===== config.mk =====
export PLATFORM = sky130hd
export DESIGN_NAME = rpm_top
export DESIGN_NICKNAME = d
export VERILOG_FILES = /design/src/rtl/rpm_pkg.sv /design/src/rtl/rpm_err_count.sv /design/src/rtl/rpm_rate_meter.sv /design/src/rtl/rpm_top.sv
export VERILOG_INCLUDE_DIRS = /design/src /design/src/rtl
export SDC_FILE = /design/constraint.sdc
export NUM_CORES = 1
export LEC_CHECK = 0
export BUFFER_PORTS_ARGS = -buffer_cell sky130_fd_sc_hd__buf_2
export CAP_MARGIN = 20
export CORE_MARGIN = 1
export CORE_UTILIZATION = 50
export CTS_CLUSTER_SIZE = 40
export DETAILED_ROUTE_END_ITERATION = 7
export PLACE_DENSITY = 0.73
export SLEW_MARGIN = 25
export SYNTH_ARGS = -nofsm -noshare
export SYNTH_HDL_FRONTEND = slang
export SYNTH_SLANG_ARGS = --single-unit
export TNS_END_PERCENT = 100

===== constraint.sdc =====
create_clock -name mclk -period 4.9 [get_ports mclk]
set_clock_uncertainty 0.05 [all_clocks]
set_input_delay 0.49 -clock mclk [delete_from_list [all_inputs] [get_ports mclk]]
set_output_delay 0.49 -clock mclk [all_outputs]
set_load 0.005 [all_outputs]

===== src/rtl/rpm_params.svh =====
// Register offsets, field positions and reset values of the receive-port monitor
`ifndef RPM_PARAMS_SVH
`define RPM_PARAMS_SVH

// Register offsets on the local register port
`define RPM_ADDR_PORT_STS 8'h4D
`define RPM_ADDR_LINK_STS 8'h4E
`define RPM_ADDR_RATE_INT 8'h4F
`define RPM_ADDR_RATE_FRAC 8'h50
`define RPM_ADDR_PAR_UPPER 8'h55
`define RPM_ADDR_PAR_LOWER 8'h56
`define RPM_ADDR_SELFTEST 8'h57
`define RPM_ADDR_SETUP 8'h58

// Field positions in control_channel_setup
`define RPM_SETUP_FWD_ALL 7
`define RPM_SETUP_FWD_MATCH 6
`define RPM_SETUP_ACK_ALL 5
`define RPM_SETUP_RET_FORCED 4

// Field positions in the link status register
`define RPM_STS_SETTLED 2
`define RPM_STS_CLK_ABSENT 1
`define RPM_STS_LINE_CHG 0

// Field positions in the port status register
`define RPM_PSTS_OVER_LIMIT 2
`define RPM_PSTS_LOCKED 0

// Reset values
`define RPM_SETUP_RESET 8'h10
`define RPM_BYTE_RESET 8'h00

`endif


===== src/rtl/rpm_pkg.sv =====
// Types shared by the receive-port monitor modules
package rpm_pkg;

    // Coherent 8.8 fixed-point megahertz value
    typedef struct packed {
        logic [7:0] integerMhz;
        logic [7:0] fraction;
    } rpm_rate_type;

    // One register access from the local register port
    typedef struct packed {
        logic wrEn;
        logic rdEn;
        logic fromRemote;
        logic [7:0] addr;
        logic [7:0] wrData;
    } rpm_regreq_type;

    // Receiver events and levels, all on mclk
    typedef struct packed {
        logic locked;
        logic clockAbsent;
        logic lineTotalChange;
        logic parityMiss;
        logic selftestMiss;
    } rpm_link_ev_type;

    // Rate measurement tracking
    typedef enum logic [1:0] {
        MEAS_WAIT,
        MEAS_TRACK,
        MEAS_SETTLED
    } rpm_meas_state_type;

endpackage


===== src/rtl/rpm_err_count.sv =====
// Saturating event counter with a clear that restarts the count at one on a same-cycle event
`timescale 1ns/1ps
module rpm_err_count #(
    parameter int WIDTH = 8
) (
    input wire logic mclk,
    input wire logic reset,
    input wire logic ce,
    input wire logic inc,
    input wire logic clear,
    output logic [WIDTH-1:0] count_q
);
    logic [WIDTH-1:0] count_d;
    wire atMax = &count_q;

    // Clear restarts at one when an event lands in the same cycle
    assign count_d = clear ? {{(WIDTH-1){1'b0}}, inc} : (inc && !atMax) ? count_q + 1'b1 : count_q;

    // Count register
    always_ff @(posedge mclk or posedge reset) begin
        if (reset) begin
            count_q <= '0;
        end else if (ce) begin
            count_q <= count_d;
        end
    end
endmodule // rpm_err_count


===== src/rtl/rpm_rate_meter.sv =====
// Holds the measured link rate and judges whether it has settled
`timescale 1ns/1ps
module rpm_rate_meter (
    input wire logic mclk,
    input wire logic reset,
    input wire logic ce,
    input wire logic sampleValid,
    input rpm_pkg::rpm_rate_type sample,
    input wire logic clockAbsent,
    output rpm_pkg::rpm_rate_type rate_q,
    output logic settled_q
);
    rpm_pkg::rpm_meas_state_type state_q;
    rpm_pkg::rpm_meas_state_type state_d;
    wire sameAsLast = (sample == rate_q);

    // Settling decision: two equal measurements in a row, lost with the clock
    always_comb begin
        state_d = state_q;
        case (state_q)
            rpm_pkg::MEAS_WAIT: begin
                if (sampleValid) begin
                    state_d = rpm_pkg::MEAS_TRACK;
                end
            end
            rpm_pkg::MEAS_TRACK, rpm_pkg::MEAS_SETTLED: begin
                if (sampleValid) begin
                    state_d = sameAsLast ? rpm_pkg::MEAS_SETTLED : rpm_pkg::MEAS_TRACK;
                end
            end
            default: begin
                state_d = rpm_pkg::MEAS_WAIT;
            end
        endcase
        if (clockAbsent) begin
            state_d = rpm_pkg::MEAS_WAIT;
        end
    end

    // Both bytes load from one sample so software never sees a torn value
    always_ff @(posedge mclk or posedge reset) begin
        if (reset) begin
            rate_q <= '0;
            state_q <= rpm_pkg::MEAS_WAIT;
            settled_q <= 1'b0;
        end else if (ce) begin
            if (sampleValid) begin
                rate_q <= sample;
            end
            state_q <= state_d;
            settled_q <= (state_d == rpm_pkg::MEAS_SETTLED);
        end
    end
endmodule // rpm_rate_meter


===== src/rtl/rpm_top.sv =====
// Receive-port status registers and control-channel setup register
`timescale 1ns/1ps
`include "rpm_params.svh"
module rpm_top (
    input wire logic mclk,
    input wire logic reset,
    input wire logic ce,
    input rpm_pkg::rpm_regreq_type regReq,
    output logic [7:0] regRdData,
    output logic regRdValid,
    input rpm_pkg::rpm_link_ev_type linkEv,
    input wire logic rateSampleValid,
    input rpm_pkg::rpm_rate_type rateSample,
    input wire logic parityCheckOn,
    input wire logic [15:0] parityThreshold,
    output logic forwardAll,
    output logic forwardOnMatch,
    output logic ackAllWrites,
    output logic backChannelEnable
);
    // Held registers
    logic [7:0] setup_q;
    logic [7:0] setup_d;
    logic lineChange_q;
    logic lineChange_d;
    logic overLimit_q;
    logic overLimit_d;
    logic locked_q;
    logic clockAbsent_q;
    logic [7:0] rdData_q;
    logic rdValid_q;
    logic backChannel_q;

    // Sub-block results
    rpm_pkg::rpm_rate_type rate;
    logic settled;
    logic [15:0] parCount;
    logic [7:0] selftestCount;

    // Address decode of the register port
    wire rdPortSts = regReq.rdEn && (regReq.addr == `RPM_ADDR_PORT_STS);
    wire rdLinkSts = regReq.rdEn && (regReq.addr == `RPM_ADDR_LINK_STS);
    wire rdRateInt = regReq.rdEn && (regReq.addr == `RPM_ADDR_RATE_INT);
    wire rdRateFrac = regReq.rdEn && (regReq.addr == `RPM_ADDR_RATE_FRAC);
    wire rdParUpper = regReq.rdEn && (regReq.addr == `RPM_ADDR_PAR_UPPER);
    wire rdParLower = regReq.rdEn && (regReq.addr == `RPM_ADDR_PAR_LOWER);
    wire rdSelftest = regReq.rdEn && (regReq.addr == `RPM_ADDR_SELFTEST);
    wire rdSetup = regReq.rdEn && (regReq.addr == `RPM_ADDR_SETUP);
    wire wrSetup = regReq.wrEn && (regReq.addr == `RPM_ADDR_SETUP);

    // Lock edge restarts parity counting; lower-byte read clears both bytes
    wire lockRise = linkEv.locked && !locked_q;
    wire parClear = lockRise || rdParLower;
    wire parInc = linkEv.parityMiss && parityCheckOn;

    // Status bytes assembled from live state
    wire [7:0] portStsByte = {5'h00, overLimit_q, 1'b0, locked_q};
    wire [7:0] linkStsByte = {5'h00, settled, clockAbsent_q, lineChange_q};

    // Read selection, unmapped offsets read zero
    wire [7:0] rdMux =
        rdPortSts ? portStsByte :
        rdLinkSts ? linkStsByte :
        rdRateInt ? rate.integerMhz :
        rdRateFrac ? rate.fraction :
        rdParUpper ? parCount[15:8] :
        rdParLower ? parCount[7:0] :
        rdSelftest ? selftestCount :
        rdSetup ? setup_q :
        `RPM_BYTE_RESET;

    // Setup write; remote writes cannot touch the forced-on bit
    wire forcedBitNext = regReq.fromRemote ? setup_q[`RPM_SETUP_RET_FORCED]
                                           : regReq.wrData[`RPM_SETUP_RET_FORCED];
    assign setup_d = wrSetup ? {regReq.wrData[7:5], forcedBitNext, 4'h0} : setup_q;

    // Line-change flag: a new change wins over the clearing read
    assign lineChange_d = linkEv.lineTotalChange || (lineChange_q && !rdLinkSts);

    // Over-limit flag follows the count, cleared together with it
    assign overLimit_d = parClear ? 1'b0 : (overLimit_q || (parCount > parityThreshold));

    // Back channel: forced on, or enabled by either forwarding mode
    wire backChannelNext = setup_q[`RPM_SETUP_RET_FORCED]
        || setup_q[`RPM_SETUP_FWD_ALL] || setup_q[`RPM_SETUP_FWD_MATCH];

    // Link rate measurement and settling
    rpm_rate_meter u_rate (
        .mclk(mclk),
        .reset(reset),
        .ce(ce),
        .sampleValid(rateSampleValid),
        .sample(rateSample),
        .clockAbsent(linkEv.clockAbsent),
        .rate_q(rate),
        .settled_q(settled)
    );

    // Sixteen-bit parity miss counter
    rpm_err_count #(.WIDTH(16)) u_parity (
        .mclk(mclk),
        .reset(reset),
        .ce(ce),
        .inc(parInc),
        .clear(parClear),
        .count_q(parCount)
    );

    // Self-test error counter, cleared only by reset
    rpm_err_count #(.WIDTH(8)) u_selftest (
        .mclk(mclk),
        .reset(reset),
        .ce(ce),
        .inc(linkEv.selftestMiss),
        .clear(1'b0),
        .count_q(selftestCount)
    );

    // Control and status flags
    always_ff @(posedge mclk or posedge reset) begin
        if (reset) begin
            setup_q <= `RPM_SETUP_RESET;
            lineChange_q <= 1'b0;
            overLimit_q <= 1'b0;
            locked_q <= 1'b0;
            clockAbsent_q <= 1'b0;
            backChannel_q <= 1'b0;
        end else if (ce) begin
            setup_q <= setup_d;
            lineChange_q <= lineChange_d;
            overLimit_q <= overLimit_d;
            locked_q <= linkEv.locked;
            clockAbsent_q <= linkEv.clockAbsent;
            backChannel_q <= backChannelNext;
        end
    end

    // Read answer, one cycle after the request
    always_ff @(posedge mclk or posedge reset) begin
        if (reset) begin
            rdData_q <= `RPM_BYTE_RESET;
            rdValid_q <= 1'b0;
        end else if (ce) begin
            rdData_q <= regReq.rdEn ? rdMux : rdData_q;
            rdValid_q <= regReq.rdEn;
        end
    end

    // Outputs straight from flops
    assign regRdData = rdData_q;
    assign regRdValid = rdValid_q;
    assign forwardAll = setup_q[`RPM_SETUP_FWD_ALL];
    assign forwardOnMatch = setup_q[`RPM_SETUP_FWD_MATCH];
    assign ackAllWrites = setup_q[`RPM_SETUP_ACK_ALL];
    assign backChannelEnable = backChannel_q;
endmodule // rpm_top


After elaboration in Yosys (flattened, before gate mapping)

Index checks and enable logic that the tools add are counted.

Mux-type cells: 16
Reductions and logical operators: 34
Equal/unequal tests: 12
Order comparisons: 1
Add/subtract/negate cells: 2
Bitwise logic cells: 1

Operators by type and width:

| kind                                                                  | number |
|---|---|
| 8-bit by 7-bit equality test with 1-bit output, second input constant | 8 |
| 8-bit two-way mux                                                     | 8 |
| 16-bit two-way mux                                                    | 2 |
| 16-bit by 1-bit adder with 16-bit output, second input constant       | 1 |
| 16-bit equality test                                                  | 1 |
| 16-bit greater-than comparator                                        | 1 |
| 16-bit AND reduction                                                  | 1 |
| 1-bit logical AND                                                     | 14 |
| 2-bit AND reduction                                                   | 5 |
| 8-bit by 1-bit adder with 8-bit output, second input constant         | 1 |
| 2-bit two-way mux                                                     | 4 |
| 8-bit AND reduction                                                   | 1 |
| 1-bit logical OR                                                      | 5 |
| 2-bit equality test, second input constant                            | 2 |
| 1-bit logical NOT                                                     | 4 |
| 2-bit case mux with 2 select lines                                    | 1 |
| 3-bit AND reduction                                                   | 1 |
| 2-bit by 1-bit equality test with 1-bit output, second input constant | 1 |
| 2-bit logical NOT                                                     | 1 |
| 2-bit nonzero test                                                    | 1 |
| 2-bit OR reduction                                                    | 1 |
| 1-bit two-way mux                                                     | 1 |
| 1-bit inverter                                                        | 1 |

Output and inout bits: 13
Word-level logic and storage cells: 81
Bits of input ports: 61
Flip-flop bits (word level): 61

Logic depth before layout (Yosys ltp)

Depth in word-level cells: 10
Depth in mapped cells: 7
Depth with buffers taken out: 7

Cells and area by module

Synthesis repeated with hierarchy kept, for this count alone.

Cells, all modules: 466
Area total of the unflattened synthesis: 4350.4 um^2

Modules (own cells, without submodules):

| module                     | seq. area each (um^2) | times used | area an instance (um^2) | cells an instance |
|---|---|---|---|---|
| rpm_top                    | 451.7                 | 1          | 1767.9                  | 201 |
| rpm_err_count (u_parity)   | 400.4                 | 1          | 1139.8                  | 133 |
| rpm_rate_meter             | 475.5                 | 1          | 955.9                   | 76 |
| rpm_err_count (u_selftest) | 200.2                 | 1          | 486.7                   | 56 |

Worst setup path after synthesis

No wires, ideal clock.

Path kind: input to register
Start point: in regReq[8] in the netlist's numbering
End point: reg setup_q[4]
Setup time: 0.082 ns
Data required time: 4.768 ns
Buffers on the path: 1
Arrival time: 1.876 ns
Slack: 2.892 ns
Stages on the path: 6
Path through: buf_2 > nor4b_2 > nand3_1 > nor2_1 > nor2b_1 > mux2_2

Cells in the longest elaborated chain, start to end: 3

RTL lines:

| what                                                     | line           | RTL |
|---|---|---|
| from (decl)                                              | rpm_top.sv:8   | `input rpm_pkg::rpm_regreq_type regReq,` |
| 8-bit by 7-bit equality test with 1-bit output (no line) | n/a            |  |
| 1-bit logical AND                                        | rpm_top.sv:49  | `` wire wrSetup = regReq.wrEn && (regReq.addr == `RPM_ADDR_SETUP); `` |
| 3-bit AND reduction (no line)                            | n/a            |  |
| to (signal assigned)                                     | rpm_top.sv:122 | `` setup_q <= `RPM_SETUP_RESET; `` |
| to (signal assigned)                                     | rpm_top.sv:129 | `setup_q <= setup_d;` |
| to (decl)                                                | rpm_top.sv:22  | `logic [7:0] setup_q;` |

No other way between the ends.
A chain may end at the register's enable or synchronous reset.

Final worst setup path

Start point: in regReq[10] in the netlist's numbering
End point: reg rdData_q[7] (netlist: regRdData[7])

Cells in the longest elaborated chain, start to end: 10
Elaborated cells between the ends (all ways): 24
Classes of those cells: eq/ne: 8; mux: 8; reduce/logical: 8

RTL lines:

| what                                                     | line           | RTL |
|---|---|---|
| 8-bit by 7-bit equality test with 1-bit output (no line) | n/a            |  |
| 1-bit logical AND                                        | rpm_top.sv:48  | `` wire rdSetup = regReq.rdEn && (regReq.addr == `RPM_ADDR_SETUP); `` |
| 8-bit two-way mux (no line) (7 in a row)                 | n/a            |  |
| 8-bit two-way mux (no line) *                            | n/a            |  |
| to (signal assigned)                                     | rpm_top.sv:141 | `` rdData_q <= `RPM_BYTE_RESET; `` |
| to (signal assigned)                                     | rpm_top.sv:144 | `rdData_q <= regReq.rdEn ? rdMux : rdData_q;` |
| to (decl)                                                | rpm_top.sv:30  | `logic [7:0] rdData_q;` |

Mark *: on every way between the ends. The rest lies on a longest branch, timed or not.

==> flow_summary.json <==
{
  "global_route.usage.total_pct": 24.0,
  "report.final.slew_viol_count": 0,
  "cts_root_buffer": "sky130_fd_sc_hd__clkbuf_8",
  "grt_overflow_total": 0,
  "mostFrequentLayoutCells": "sky130_fd_sc_hd__buf_2 (69), sky130_fd_sc_hd__dfrtp_1 (60), sky130_fd_sc_hd__nand2_1 (34)",
  "power_switching_share_pct": 30.5,
  "clock_tree_from_tritoncts": "built",
  "fp.dieH_um": 90.8,
  "synth_async_sr_flop_share_pct": 100,
  "antenna_found_initial": 0,
  "final-setup-viol-count": 0,
  "ant_nets": 0,
  "power_density_nw_per_um2": 284,
  "peakVddDrop_v": 0.000237,
  "critical_path.top_delay_family": "simple AND/OR/NAND/NOR gates",
  "synth.largest_area_cell": "sky130_fd_sc_hd__dfrtp_1",
  "netlist_top_cells_area": "sky130_fd_sc_hd__dfrtp_1 (38%), sky130_fd_sc_hd__mux2_2 (7.1%), sky130_fd_sc_hd__ha_1 (6.4%)",
  "initial_core_util_pct": 52.9,
  "clock_power_share_pct": 31.6,
  "result_of_the_run": "finished clean",
  "hold_path.class": "input port to asynchronous set/reset pin",
  "layout.cells.most_common": "sky130_fd_sc_hd__buf_2",
  "max_cap_viol_count": 0,
  "cp_max_fo": 10,
  "cts_max_path_buffers": 2,
  "critical_path.cell_chain": "buf_2 > nand4b_1 > nor4b_1 > o21ai_0 > a31oi_1 > o31ai_1",
  "globalplace.congestion": 0.924,
  "ff_latch_area_um2": 1530,
  "cts.reportedPaths.clkPinSlew_ps": 70,
  "clkSinkCount": 61,
  "layout_min_cycle_time_ps": 2300,
  "seq_power_share_pct": 49.8,
  "h-tree-depth": 3,
  "hpwlAfterDp_um": 7090,
  "synth_sequential_area_ratio_pct": 38.8,
  "fin_tns_setup_ps": 0,
  "floorplan.die.width_um": 90.8,
  "clock_insertion_delay_worst_skew_ps": 340,
  "mappedNetlistNets": 495,
  "power.net_switching_mw": 0.390,
  "report.final.hold_viol_count": 0,
  "cts-buffers-inserted": 9,
  "cts_repair_resize_count": 0,
  "post_cts_buffers": 0,
  "synth_unique_cells": 59,
  "mappedNetlistArea_um2": 3940,
  "tightest_slew_ps": 865,
  "synth_cells": 414,
  "drt_drc_violations_left": 0,
  "route.vias.total": 3430,
  "worstPathArrival_ps": 2450,
  "power.combinational.fraction_pct": 18.7,
  "setup.worst_path.class": "input port to register",
  "unrepaired_setup_endpoints_after_global_routing": "false",
  "firstDrtPassIters": 4,
  "die_area_um2": 8240,
  "io_buffers": 69,
  "drive_gt1_share_pct": 25.2,
  "std_cell_rows": 31,
  "viasPerCell": 5.88,
  "synth_seq_cells": 61,
  "final_min_period_over_clock_period_pct": 46.8,
  "grt_first_pass_wirelength_um": 15600,
  "syn_avg_cell_area_um2": 9.51,
  "number_of_enable_flip_flop_cells_after_synthesis": 0,
  "worst_slew_margin_rel_pct": 41.5,
  "num-nets-final": 560,
  "cts-hold-fix-buffers": 0,
  "io_pins": 74,
  "largest_net_degree_at_the_start_of_global_routing": 62,
  "critPathRequiredTime_ps": 5060,
  "synthFlopType": "sky130_fd_sc_hd__dfrtp_1",
  "multiInputGateArea_um2": 2230,
  "grt_pass1_vias": 3242,
  "drt-initial-drc-count": 260,
  "power.leakage_nw": 2.11,
  "endpoint_kind": "register",
  "internal_power_mw": 0.890,
  "max_stage_delay_ps": 770,
  "synth_top_cell_area_share_pct": 38.1,
  "finalHoldWorstSlack_ps": 312,
  "drt-total-wl_um": 9290,
  "design.core.area_um2": 7450,
  "fillerInstances": 684,
  "crit_path_start_kind": "input port",
  "flow.area_growth_from_synthesis_pct": 14.6,
  "yosys_warnings": 0,
  "worstPathBufferInverterCount": 1,
  "crit_path_top_delay_cell": "sky130_fd_sc_hd__nor4b_1",
  "maximum_achievable_frequency_mhz": 436,
  "wl_per_cell_um": 15.9,
  "antenna_cells_inserted": 0,
  "finalPower_mw": 1.28
}
per-stage QoR:
step | worst slack (ps) | cell area, µm² | instances | utilization (%)
detailed placement | 2270 | 4340 | 567 | 58.2
finish | 2600 | 4510 | 583 | 60.6
CTS | 2420 | 4510 | 583 | 60.6
floorplan | 2850 | 3940 | 414 | -
global route | 2420 | 4510 | 583 | 60.6
global placement | 2320 | 4340 | 567 | 58.2
per-layer routing:
metal	part of all wire, %	vias to the layer above	wire length [µm]	GRT usage, %
met3	4.4	13	409	5.30
met5	0	-	0	0
met2	46	103	4320	36.8
met4	1.4	0	132	8.47
li1	-	1652	-	-
met1	48	1662	4430	33.2
state kept, by name, indices dropped and copies added (netlist names):
name and count:
u_parity.count_q 16, u_rate.rate_q 16, regRdData 8, u_selftest.count_q 8
setup_q 4, u_rate.state_q 2, backChannelEnable 1, clockAbsent_q 1
lineChange_q 1, locked_q 1, overLimit_q 1, regRdValid 1
u_rate.settled_q 1
path summary, 6_finish.rpt:
check	slack, ps	startpoint	endpoint	cells past startpoint
max	2600	regReq[10]	regRdData[7]	6
min	310	reset	u_rate.state_q[1]	3
max reg2reg	2640	u_parity.count_q[1]	u_parity.count_q[13]	6
min reg2reg	430	regRdData[1]	regRdData[1]	1
max in group asynchronous	3990	reset	u_parity.count_q[10]	3
min in group mclk	320	linkEv[2]	lineChange_q	3
synthesized netlist by cell type (all sizes together) (5+ instances only):
master,instances
a21oi,14
nand3,14
a221oi,7
nor2b,5
clkbuf,8
mux2,25
xor2,7
a21o,7
buf,8
dfrtp,60
nand2,35
a22oi,7
nand2b,6
ha,20
o21ai,22
and2,5
nor2,22
xnor2,22
nor3,7
inv,27
a31oi,8
o31ai,9
nand4,12
power groups by stage:
stage	logic (mW)	clock network (mW)	registers [mW]
after floorplan	0.178	0	0.619
after global placement	0.230	0	0.641
after detailed placement	0.239	0	0.645
after CTS	0.240	0.410	0.636
after global routing	0.270	0.434	0.645
final	0.239	0.404	0.637
area by class of cell:
class / count / share of cell area [%]
Clock inverter: 4 / 0.499
Multi-Input combinational cell: 310 / 49.4
Sequential cell: 61 / 33.8
Clock buffer: 12 / 3.44
Timing Repair Buffer: 70 / 7.82
Tap cell: 99 / 2.74
Inverter: 27 / 2.25
logic make-up after synthesis:
kind of cell	count (synthesis)	share of synthesized area (%)
and+or+nand+nor	134	18.9
xor gates and xnor gates	29	6.45
DFF	61	38.8
muxes	27	7.66
adders and majority gates	20	6.35
buffers and inverters	43	4.57
AOI/OAI and AO/OA	100	17.3
worst reg2reg max path, cell delays in order (launching register included):
cell	delay (ps)
sky130_fd_sc_hd__dfrtp_1	460
sky130_fd_sc_hd__ha_1	220
sky130_fd_sc_hd__and2_1	180
sky130_fd_sc_hd__nand4_1	230
sky130_fd_sc_hd__o21ai_1	310
sky130_fd_sc_hd__or4_1	570
sky130_fd_sc_hd__a21oi_1	160
No activity file was read; power rests on OpenSTA's default activity.
